File: src/logic/asr_pkg.sv
package asr_pkg;
    // device geometry
    localparam int ASR_ADDR_W = 17;
    localparam int ASR_DATA_W = 8;
    localparam int ASR_WORDS = 131072;
    // clock and pin timing, in ns as printed for the slowest speed grade
    localparam int ASR_CLK_NS = 50;
    localparam int ASR_ACCESS_NS = 20;
    localparam int ASR_WPULSE_NS = 20;
    localparam int ASR_HIZ_NS = 9;
    // least times round up to whole cycles, never below one
    localparam int ASR_ACCESS_CYC_I = (ASR_ACCESS_NS + ASR_CLK_NS - 1) / ASR_CLK_NS;
    localparam int ASR_WPULSE_CYC_I = (ASR_WPULSE_NS + ASR_CLK_NS - 1) / ASR_CLK_NS;
    localparam int ASR_HIZ_CYC_I = (ASR_HIZ_NS + ASR_CLK_NS - 1) / ASR_CLK_NS;
    localparam logic [3:0] ASR_ACCESS_CYC = 4'(ASR_ACCESS_CYC_I < 1 ? 1 : ASR_ACCESS_CYC_I);
    localparam logic [3:0] ASR_WPULSE_CYC = 4'(ASR_WPULSE_CYC_I < 1 ? 1 : ASR_WPULSE_CYC_I);
    localparam logic [3:0] ASR_HIZ_CYC = 4'(ASR_HIZ_CYC_I < 1 ? 1 : ASR_HIZ_CYC_I);
    // extra gate span so a read byte crosses the second sync flop before capture
    localparam logic [3:0] ASR_SYNC_CYC = 4'h1;
    // reset values of the pins (all strobes inactive high)
    localparam logic ASR_STROBE_IDLE = 1'b1;
    localparam logic [ASR_DATA_W-1:0] ASR_DATA_RST = 8'h00;

    // user request: one word access
    typedef struct packed {
        logic write;
        logic [ASR_ADDR_W-1:0] word_index;
        logic [ASR_DATA_W-1:0] wdata;
    } asr_req_t;

    // memory-side pin bundle driven by the controller
    typedef struct packed {
        logic [ASR_ADDR_W-1:0] word_index;
        logic sel_n;
        logic wstb_n;
        logic ogate_n;
    } asr_pins_t;

    // access sequencer, gray along idle->setup->strobe->recover
    typedef enum logic [1:0] {
        ASR_IDLE = 2'b00,
        ASR_SETUP = 2'b01,
        ASR_STROBE = 2'b11,
        ASR_RECOVER = 2'b10
    } asr_state_t;
endpackage

File: src/logic/asr_delay.sv
`timescale 1ns/1ps
`default_nettype none
// countdown timer: a load starts it, done pulses on the last cycle of the span
module asr_delay (
    // clock and reset
    input wire logic sys_clk_in,
    input wire logic rst_n_in,
    // control
    input wire logic load_in,
    input wire logic [3:0] count_in,
    // status
    output logic done_out
);
    logic [3:0] cnt_r;
    logic [3:0] cnt_nxt;
    logic done_r;
    logic done_nxt;

    // next count; done is flagged as the count steps from one to zero
    always_comb begin
        cnt_nxt = cnt_r;
        done_nxt = 1'b0;
        if (load_in) begin
            cnt_nxt = count_in;
        end else if (cnt_r != 4'h0) begin
            cnt_nxt = cnt_r - 4'h1;
            done_nxt = (cnt_r == 4'h1);
        end
    end

    always_ff @(posedge sys_clk_in) begin
        if (!rst_n_in) begin
            cnt_r <= 4'h0;
            done_r <= 1'b0;
        end else begin
            cnt_r <= cnt_nxt;
            done_r <= done_nxt;
        end
    end

    assign done_out = done_r;
endmodule
`default_nettype wire

File: src/logic/asr_ctrl.sv
// Behaviour
// (RULE1) memory holds 131072 bytes addressed by a 17-bit word index
// (RULE2) one set of 8 shared data lines carries both directions
// (RULE3) select high deselects the memory; its data lines float
// (RULE4) select low, strobe and gate high: memory neither writes nor drives
// (RULE5) select low, strobe high, gate low: memory drives the addressed byte
// (RULE6) select and strobe low: memory writes whatever the gate does
// (RULE7) controller holds the write strobe high through every read
// (RULE8) a write is active only while select and strobe are both low
// (RULE9) the later falling of select and strobe opens the write
// (RULE10) the first rising of select or strobe closes the write
// (RULE11) select falling with or after strobe keeps memory outputs off
// (RULE12) read condition makes the memory drive, even next to a write
// (RULE13) a read after a write returns the new address's content
// (RULE14) controller never drives against the memory while it drives
// (RULE15) controller avoids any overlap of its drive with the memory's
// (RULE16) address is valid no later than select falls on a read
// (RULE17) the close of the write stores the byte; other words stay
`timescale 1ns/1ps
`default_nettype none
module asr_ctrl (
    // clock and reset
    input wire logic sys_clk_in,
    input wire logic rst_n_in,
    // user request side
    input wire logic req_valid_in,
    input wire asr_pkg::asr_req_t req_in,
    output logic req_ready_out,
    output logic rsp_valid_out,
    output logic [asr_pkg::ASR_DATA_W-1:0] rsp_data_out,
    // memory pins
    output asr_pkg::asr_pins_t pins_out,
    input wire logic [asr_pkg::ASR_DATA_W-1:0] shared_data_lines_in,
    output logic [asr_pkg::ASR_DATA_W-1:0] shared_data_lines_out,
    output logic shared_data_lines_oe_n_out
);
    import asr_pkg::*;

    ////////////////////////////////////////////////////////////////////////
    // state
    asr_state_t state_r, state_nxt;
    asr_req_t cur_r, cur_nxt;
    asr_pins_t pins_r, pins_nxt;
    logic [ASR_DATA_W-1:0] dout_r, dout_nxt;
    logic oe_n_r, oe_n_nxt;
    logic ready_r, ready_nxt;
    logic rsp_v_r, rsp_v_nxt;
    logic [ASR_DATA_W-1:0] rsp_d_r, rsp_d_nxt;
    logic [ASR_DATA_W-1:0] din_meta_r, din_sync_r;
    logic tmr_load;
    logic [3:0] tmr_count;
    logic tmr_done;

    ////////////////////////////////////////////////////////////////////////
    // read data come from a pin, so two flops before anything looks at them;
    // the price is read latency: the gate must stay open until the byte
    // sampled after the gate opened has reached the second flop
    always_ff @(posedge sys_clk_in) begin
        if (!rst_n_in) begin
            din_meta_r <= ASR_DATA_RST;
            din_sync_r <= ASR_DATA_RST;
        end else begin
            din_meta_r <= shared_data_lines_in;
            din_sync_r <= din_meta_r;
        end
    end

    // one timer serves setup, strobe width and turnaround spans
    asr_delay u_delay (
        .sys_clk_in(sys_clk_in),
        .rst_n_in(rst_n_in),
        .load_in(tmr_load),
        .count_in(tmr_count),
        .done_out(tmr_done)
    );

    ////////////////////////////////////////////////////////////////////////
    // sequencer next-state logic; with every span one cycle an access runs:
    //   take edge: index out, ready low, write byte driven for writes
    //   +2: select falls together with strobe (write) or gate (read)
    //   +4: write closes, strobe and select rise together
    //   +5: controller lets go of the lines after a write
    //   +5: read answer from the byte sampled one cycle after the gate
    //       opened; select and gate rise with it
    //   +6 write, +7 read: ready again
    always_comb begin
        state_nxt = state_r;
        cur_nxt = cur_r;
        pins_nxt = pins_r;
        dout_nxt = dout_r;
        oe_n_nxt = oe_n_r;
        ready_nxt = ready_r;
        rsp_v_nxt = 1'b0;
        rsp_d_nxt = rsp_d_r;
        tmr_load = 1'b0;
        tmr_count = ASR_ACCESS_CYC;
        case (state_r)
            ASR_IDLE: begin
                if (req_valid_in && ready_r) begin
                    cur_nxt = req_in;
                    ready_nxt = 1'b0;
                    // address goes out before or with select [RULE16] [RULE1]
                    pins_nxt.word_index = req_in.word_index;
                    pins_nxt.sel_n = ASR_STROBE_IDLE;
                    pins_nxt.wstb_n = ASR_STROBE_IDLE;
                    pins_nxt.ogate_n = ASR_STROBE_IDLE;
                    if (req_in.write) begin
                        // gate stays high so the memory never drives [RULE15] [RULE6]
                        dout_nxt = req_in.wdata;
                        oe_n_nxt = 1'b0; // [RULE2]
                    end
                    tmr_load = 1'b1;
                    tmr_count = ASR_HIZ_CYC;
                    state_nxt = ASR_SETUP;
                end
            end
            ASR_SETUP: begin
                if (tmr_done) begin
                    // strobe and select fall together; select not earlier [RULE11] [RULE9]
                    pins_nxt.sel_n = 1'b0;
                    if (cur_r.write) begin
                        pins_nxt.wstb_n = 1'b0; // [RULE8]
                        tmr_count = ASR_WPULSE_CYC;
                    end else begin
                        // strobe stays high through reads [RULE7] [RULE5] [RULE12]
                        pins_nxt.ogate_n = 1'b0;
                        // gate stays open until the byte has passed both sync flops [RULE5]
                        tmr_count = ASR_ACCESS_CYC + ASR_SYNC_CYC;
                    end
                    tmr_load = 1'b1;
                    state_nxt = ASR_STROBE;
                end
            end
            ASR_STROBE: begin
                if (tmr_done) begin
                    if (cur_r.write) begin
                        // strobe rises together with select, data still held, closing the write [RULE10] [RULE17]
                        pins_nxt.wstb_n = ASR_STROBE_IDLE;
                    end else begin
                        // fresh address: data is the new word's content [RULE13]
                        rsp_d_nxt = din_sync_r;
                        rsp_v_nxt = 1'b1;
                        pins_nxt.ogate_n = ASR_STROBE_IDLE;
                    end
                    // deselect leaves the memory floating [RULE3] [RULE4]
                    pins_nxt.sel_n = ASR_STROBE_IDLE;
                    tmr_load = 1'b1;
                    tmr_count = ASR_HIZ_CYC;
                    state_nxt = ASR_RECOVER;
                end
            end
            ASR_RECOVER: begin
                // release the lines only after the strobe is up; no contention [RULE14]
                oe_n_nxt = 1'b1;
                if (tmr_done) begin
                    ready_nxt = 1'b1;
                    state_nxt = ASR_IDLE;
                end
            end
            default: begin
                state_nxt = ASR_IDLE;
                ready_nxt = 1'b1;
                oe_n_nxt = 1'b1;
            end
        endcase
        // last line of defence: never drive while the gate is about to open [RULE15]
        if (!pins_nxt.ogate_n) begin
            oe_n_nxt = 1'b1;
        end
    end

    // registers only; pins idle inactive and released from reset onward
    always_ff @(posedge sys_clk_in) begin
        if (!rst_n_in) begin
            state_r <= ASR_IDLE;
            cur_r <= '0;
            pins_r <= '{word_index: '0, sel_n: ASR_STROBE_IDLE, wstb_n: ASR_STROBE_IDLE,
                        ogate_n: ASR_STROBE_IDLE};
            dout_r <= ASR_DATA_RST;
            oe_n_r <= 1'b1;
            ready_r <= 1'b1;
            rsp_v_r <= 1'b0;
            rsp_d_r <= ASR_DATA_RST;
        end else begin
            state_r <= state_nxt;
            cur_r <= cur_nxt;
            pins_r <= pins_nxt;
            dout_r <= dout_nxt;
            oe_n_r <= oe_n_nxt;
            ready_r <= ready_nxt;
            rsp_v_r <= rsp_v_nxt;
            rsp_d_r <= rsp_d_nxt;
        end
    end

    ////////////////////////////////////////////////////////////////////////
    // outputs straight from flops
    assign pins_out = pins_r;
    assign shared_data_lines_out = dout_r;
    assign shared_data_lines_oe_n_out = oe_n_r;
    assign req_ready_out = ready_r;
    assign rsp_valid_out = rsp_v_r;
    assign rsp_data_out = rsp_d_r;
endmodule
`default_nettype wire

File: config.mk
export PLATFORM = sky130hd
export DESIGN_NAME = asr_ctrl
export DESIGN_NICKNAME = d
export VERILOG_FILES = /design/src/logic/asr_pkg.sv /design/src/logic/asr_delay.sv /design/src/logic/asr_ctrl.sv
export SDC_FILE = /design/constraint.sdc
export NUM_CORES = 1
export LEC_CHECK = 0
export ABC_AREA = 1
export BUFFER_PORTS_ARGS = -buffer_cell sky130_fd_sc_hd__clkbuf_2
export CORE_ASPECT_RATIO = 0.6
export CORE_MARGIN = 2
export CORE_UTILIZATION = 35
export CTS_CLUSTER_SIZE = 16
export DETAILED_ROUTE_END_ITERATION = 6
export PLACE_DENSITY = 0.56
export SLEW_MARGIN = 20
export SYNTH_ARGS = -nofsm -noshare
export SYNTH_HDL_FRONTEND = slang
export SYNTH_SLANG_ARGS = --single-unit
File: constraint.sdc
create_clock -name sys_clk_in -period 2.6 [get_ports sys_clk_in]
set_clock_uncertainty 0.15 [all_clocks]
set_input_delay 0.52 -clock sys_clk_in [delete_from_list [all_inputs] [get_ports sys_clk_in]]
set_output_delay 0.52 -clock sys_clk_in [all_outputs]
set_load 0.05 [all_outputs]
==> results.toml, run 1 <==
[critical_path]
crit_slowest_cell = "dfxtp_1"
start_kind = "register"
path_buf_inv = 1
arrival_ps = 1040
reg2reg_slack_ps = 900
crit_chain = "clkbuf_2"
crit_path_max_incr_delay_ps = 400
criticalPathCategory = "register to output port"
r2r-end = "rsp_data_out[1]"
r2r_start = "state_r[0]"
critical_path_required_ps = 1930
reg2reg_depth = 5
crit_family = "flip-flops"
crit_fanout = 2
crit_path_end_kind = "output port"

[timing]
relSlewSlack = 0.711
slew_violations = 0
fin_crit_sh = 0.658
period_needed_ps = 1710
tns_ps = 0
fmax_ghz = 0.585
rsz0062_at_grt = "no"
setup_violations = 0
tightest_slew_ps = 433
hold_violations = 0

[synth]
synth-main-ff-cell = "dfxtp_1"
synth-seq-area-share = 0.560
synthArstFlopShare = 0
syn_avg_cell_area_um2 = 7.93
synth_top_area_share = 0.560
syn_inst = 284
synth_fp_nets = 323
synth-edff-count = 0
synthTopCellsByArea = "dfxtp_1 56%, nor2_1 9.8%, nand2_1 8.0%"
synth_top_family_by_area = "simple AND/OR/NAND/NOR gates"
synth_cell_types = 23
synth-xor-area-share = 0.00389
synth_compound_area_frac = 0.101
ys_ff_latch = 63
synth_most_common_cell = "dfxtp_1"
synth_common_cells = "63 x dfxtp_1, 59 x nor2_1, 48 x nand2_1, 28 x inv_1, 28 x o21ai_0"
syn_area_um2 = 2250
synthSimpleGateAreaFrac = 0.244
synthAdderAreaFrac = 0.0111
yosys-mux-area-fraction = 0
synth_area_leader_cell = "dfxtp_1"
yosys_warnings = 0

[die]
initial_utilization = 0.365
die_width_um = 108
placementRows = 22
fp.dieArea_um2 = 7110
coreArea_um2 = 6170
io_pins = 76
dieHeight_um = 66.1

[min_path]
min_to = "din_meta_r[5]"
worstHoldPathCells = 3
hp-start = "shared_data_lines_in[5]"
hold_class = "input port to register"

[cts]
ctsRootBufferMaster = "clkbuf_8"
ctsResizeCount = 0
clockBufferDepth = 2
cts-buffers-inserted = 9
cts.hold.buffers_added = 0
htree_levels = 3
path_clk_slew_ps = 70
clock_sinks = 63
clock_latency_ps = 330
post_cts_buffers = 0
cts_tree = "done"

[routing]
wirelength_um = 4810
num_vias = 1931
ant_nets = 0
vias_per_cell = 4.29
drcViolationCount = 0
dr.pass1.iters = 4
drt_iter0_markers = 89
detail_route.wl_per_cell_um = 10.7

[placement]
gp_congestion = 0.728
hpwl_um = 3440
portBuffers = 75

[flow_run]
max-cap-violations = 0

[grt]
grtUsageTotal = 0.152
overflow = 0
first_global_vias = 1915
antenna_found_initial = 0
grt_max_degree = 27
grt_first_pass_wirelength_um = 8390

[pwr]
power_density_nw_per_um2 = 873
peakVddDrop_mv = 0.292
leakage_uw = 0.00148

[cells_and_area]
drive_gt1_frac = 0.279
final_util = 0.465
diodes = 0
syn2layout_area_growth_pct = 27.3
nNetsFinal = 400

[status]
outcome = "complete, no violations"
==> power breakdown <==
group	internal, µW	switching, µW	total [µW]
Sequential	1070	55.9	1120
Clock	395	346	741
Combinational	192	449	641
==> layer usage <==
| layer | part of all wire | vias to the layer above | GRT usage |
|---|---|---|---|
| met2 | 0.40 | 53 | 0.233 |
| li1 | - | 1044 | - |
| met3 | 0.075 | 7 | 0.0631 |
| met4 | 0.0094 | 0 | 0.0529 |
| met1 | 0.51 | 827 | 0.193 |
| met5 | 0 | - | 0 |
==> layout by cell type (no fill, tap or decap), drive strengths merged <==
| cell type | synthesis | routed |
|---|---|---|
| clkbuf | 6 | 88 |
| dfxtp | 63 | 63 |
| nor2 | 61 | 61 |
| nand2 | 51 | 51 |
| inv | 31 | 31 |
| o21ai | 28 | 28 |
| nand3 | 14 | 14 |
| a21oi | 14 | 14 |
| buf | 6 | 3 |
| nand4 | 2 | 2 |
| ha | 2 | 2 |
| clkinv | 0 | 2 |
| xor2 | 1 | 1 |
| nor3 | 1 | 1 |
| or2 | 1 | 1 |
| o211ai | 1 | 1 |
| nand3b | 1 | 1 |
| o311ai | 1 | 1 |
| clkinvlp | 0 | 1 |
==> cell type report <==
class                      instances  area (µm²)
multi-input combinational        178         811
sequential                        63        1260
inverter                          31         116
tap                               84         105
clock inverter                     3        17.5
timing repair buffer              78         398
clock buffer                      13         159
fill                             636        3300
==> flip-flops by register name, summed over array words and instances, names as in the netlist, 2 cells and up <==
name                   cells
shared_data_lines_out      8
state_r                    2
din_sync_r                 8
u_delay.cnt_r              4
din_meta_r                 8
pins_out                  20
rsp_data_out               8
==> worst max path at each step <==
stage                  startpoint                to  slack (ps)  cells past startpoint
detailed placement   req_valid_in  u_delay.cnt_r[2]         730                      8
global placement     req_valid_in  u_delay.cnt_r[1]         770                      9
CTS                   pins_out[1]       pins_out[1]         880                      1
floorplan           req_ready_out  u_delay.cnt_r[0]         960                      8
global route           state_r[0]  u_delay.cnt_r[2]         700                      6
finish                pins_out[1]       pins_out[1]         890                      1
==> kinds of logic (layout without fill, tap and decap cells) <==
logic type,Yosys count,after routing
buffers and inverters,43,125
and+or+nand+nor,131,131
xor gates and xnor gates,1,1
adders and majority gates,2,2
DFF,63,63
AOI/OAI and AO/OA,44,44
==> worst register-to-register path, stage by stage (launching register included) <==
cell and delay, ps:
dfxtp_1 540, nand2_2 200, nor3_4 340, inv_2 170, nor2_1 140, nor2_1 60
==> per-stage QoR <==
| stage | power, µW | hold WS (ps) | cell area [µm²] | instances | setup slack (ps) |
|---|---|---|---|---|---|
| 3_3_place_gp | 1780 | 242 | 2690 | 434 | 771 |
| 3_5_place_dp | 1790 | 250 | 2690 | 434 | 726 |
| 6_report | 2500 | 215 | 2870 | 450 | 889 |
| 2_1_floorplan | 1640 | 240 | 2250 | 284 | 956 |
| 4_1_cts | 2540 | 196 | 2870 | 450 | 878 |
| 5_1_grt | 2680 | 212 | 2870 | 450 | 702 |
No activity file was read; power rests on OpenSTA's default activity.
==> run 2: changes to the inputs <==
--- a/config.mk
+++ b/config.mk
@@ -12,7 +12,7 @@
 export CORE_UTILIZATION = 35
 export CTS_CLUSTER_SIZE = 16
 export DETAILED_ROUTE_END_ITERATION = 6
-export PLACE_DENSITY = 0.56
+export PLACE_DENSITY = 0.58
 export SLEW_MARGIN = 20
 export SYNTH_ARGS = -nofsm -noshare
 export SYNTH_HDL_FRONTEND = slang
==> constraint.sdc (replaced) <==
create_clock -name sys_clk_in -period 1.5 [get_ports sys_clk_in]
set_clock_uncertainty 0.15 [all_clocks]
set_input_delay 0.3 -clock sys_clk_in [delete_from_list [all_inputs] [get_ports sys_clk_in]]
set_output_delay 0.3 -clock sys_clk_in [all_outputs]
set_load 0.05 [all_outputs]
==> run 2 against run 1 <==
Sequential share of layout area down 2.8 points; critical path depth unchanged; clock power up 120%; global-route usage up 0.12 points; flip-flop and latch count unchanged; die area unchanged; non-clock buffer count up 16.
==> results.toml, run 2 (synthesized netlist as in run 1, its figures left out) <==
[status]
outcome = "complete, no violations"

[routing]
num_vias = 2028
drcViolationCount = 0
detail_route.wl_per_cell_um = 10.8
drt_iter0_markers = 112
ant_nets = 0
dr.pass1.iters = 6
wirelength_um = 5030
vias_per_cell = 4.35

[timing]
fin_crit_sh = 0.943
fmax_ghz = 0.707
layout_setup_ws_ps = 84.8
rsz0062_at_grt = "no"
setup_violations = 0
period_needed_ps = 1420
hold_violations = 0
slew_violations = 0
relSlewSlack = 0.755
tns_ps = 0
tightest_slew_ps = 367

[pwr]
p_seq_frac = 0.407
leakage_uw = 0.00158
swShare = 0.314
comb_power_share = 0.251
power_density_nw_per_um2 = 1550
internal_power_uw = 3260
power.share.clock = 0.342
peakVddDrop_mv = 0.534
switchingPower_uw = 1490

[cells_and_area]
final_cell_mix = "75 x clkbuf_2, 62 x dfxtp_1, 59 x nor2_1, 47 x nand2_1, 28 x inv_1"
layout_commonest_cell = "clkbuf_2"
diodes = 0
design_area_um2 = 3070
nNetsFinal = 416
drive_gt1_frac = 0.296
syn2layout_area_growth_pct = 36.3
finalNonFillerCells = 466
final_util = 0.498
largest_reg_flops = 20

[placement]
postPlaceCellArea_um2 = 2770
gp_congestion = 0.752
portBuffers = 75
preCtsSetupSlack_ps = 126
hpwl_um = 3570
placed_cells = 443

[cts]
clock_sinks = 63
path_clk_slew_ps = 60
cts_tree = "done"
clock_latency_ps = 340
ctsRootBufferMaster = "clkbuf_8"
cts-buffers-inserted = 9
clockBufferDepth = 2
htree_levels = 3

[die]
placementRows = 22
fp.dieArea_um2 = 7110
io_pins = 76
die_width_um = 108
coreArea_um2 = 6170
dieHeight_um = 66.1
initial_utilization = 0.365

[grt]
overflow = 0
first_global_vias = 1814
grt_max_degree = 19
grt_first_pass_wirelength_um = 8270
antenna_found_initial = 0
grtUsageTotal = 0.153

[min_path]
hold_class = "input port to register"

[critical_path]
path_buf_inv = 1
crit_path_end_kind = "output port"
arrival_ps = 970
start_kind = "register"
crit_fanout = 2
critical_path_required_ps = 1050
crit_family = "flip-flops"
crit_chain = "clkbuf_2"
crit_path_max_incr_delay_ps = 350
criticalPathCategory = "register to output port"
crit_slowest_cell = "dfxtp_1"

[flow_run]
max-cap-violations = 0
[run 2: power groups by stage]
| stage | combinational, µW | sequential, µW | clock [µW] |
|---|---|---|---|
| after global routing | 1320 | 1950 | 1770 |
| after CTS | 1190 | 1940 | 1690 |
| after detailed placement | 1170 | 1970 | 0 |
| after global placement | 1160 | 1970 | 0 |
| after floorplan | 584 | 2260 | 0 |
| final | 1190 | 1940 | 1630 |
[run 2: worst paths after layout]
| path | to | depth (start not counted) | start | slack, ps |
|---|---|---|---|---|
| max | shared_data_lines_out[2] | 1 | shared_data_lines_out[2] | 80 |
| min | din_meta_r[2] | 3 | shared_data_lines_in[2] | 30 |
| max reg2reg | u_delay.cnt_r[1] | 7 | u_delay.cnt_r[0] | 110 |
| min reg2reg | din_sync_r[5] | 2 | din_meta_r[5] | 260 |
[run 2: per-stage QoR]
stage / hold slack (ps) / power [µW]
6_report: 25.2 / 4760
5_1_grt: 22.2 / 5040
4_1_cts: 22.1 / 4820
3_3_place_gp: 243 / 3130
2_1_floorplan: 240 / 2840
3_5_place_dp: 247 / 3140
[run 2: what timing repair did]
item	in CTS	in global routing
setup buffers	0	0
endpoints found under the setup margin	0	1
hold endpoints to repair	7	0
hold buffers	7	0
resized for setup	0	2
[run 2: area by class of cell]
cell class / count / area [µm²]
clock buffers: 13 / 159
clock inverters: 3 / 65.1
fillers: 601 / 3100
inverters: 31 / 116
multi-input cells: 178 / 813
flip-flops and latches: 63 / 1260
well taps: 84 / 105
repair buffers: 94 / 548
[run 2: metal layers]
layer | vias to the layer above | track usage | routed length [µm]
met1 | 880 | 0.200 | 2580
met2 | 61 | 0.229 | 1990
met5 | - | 0 | 0
met3 | 10 | 0.0601 | 386
met4 | 0 | 0.0577 | 72
li1 | 1077 | - | -
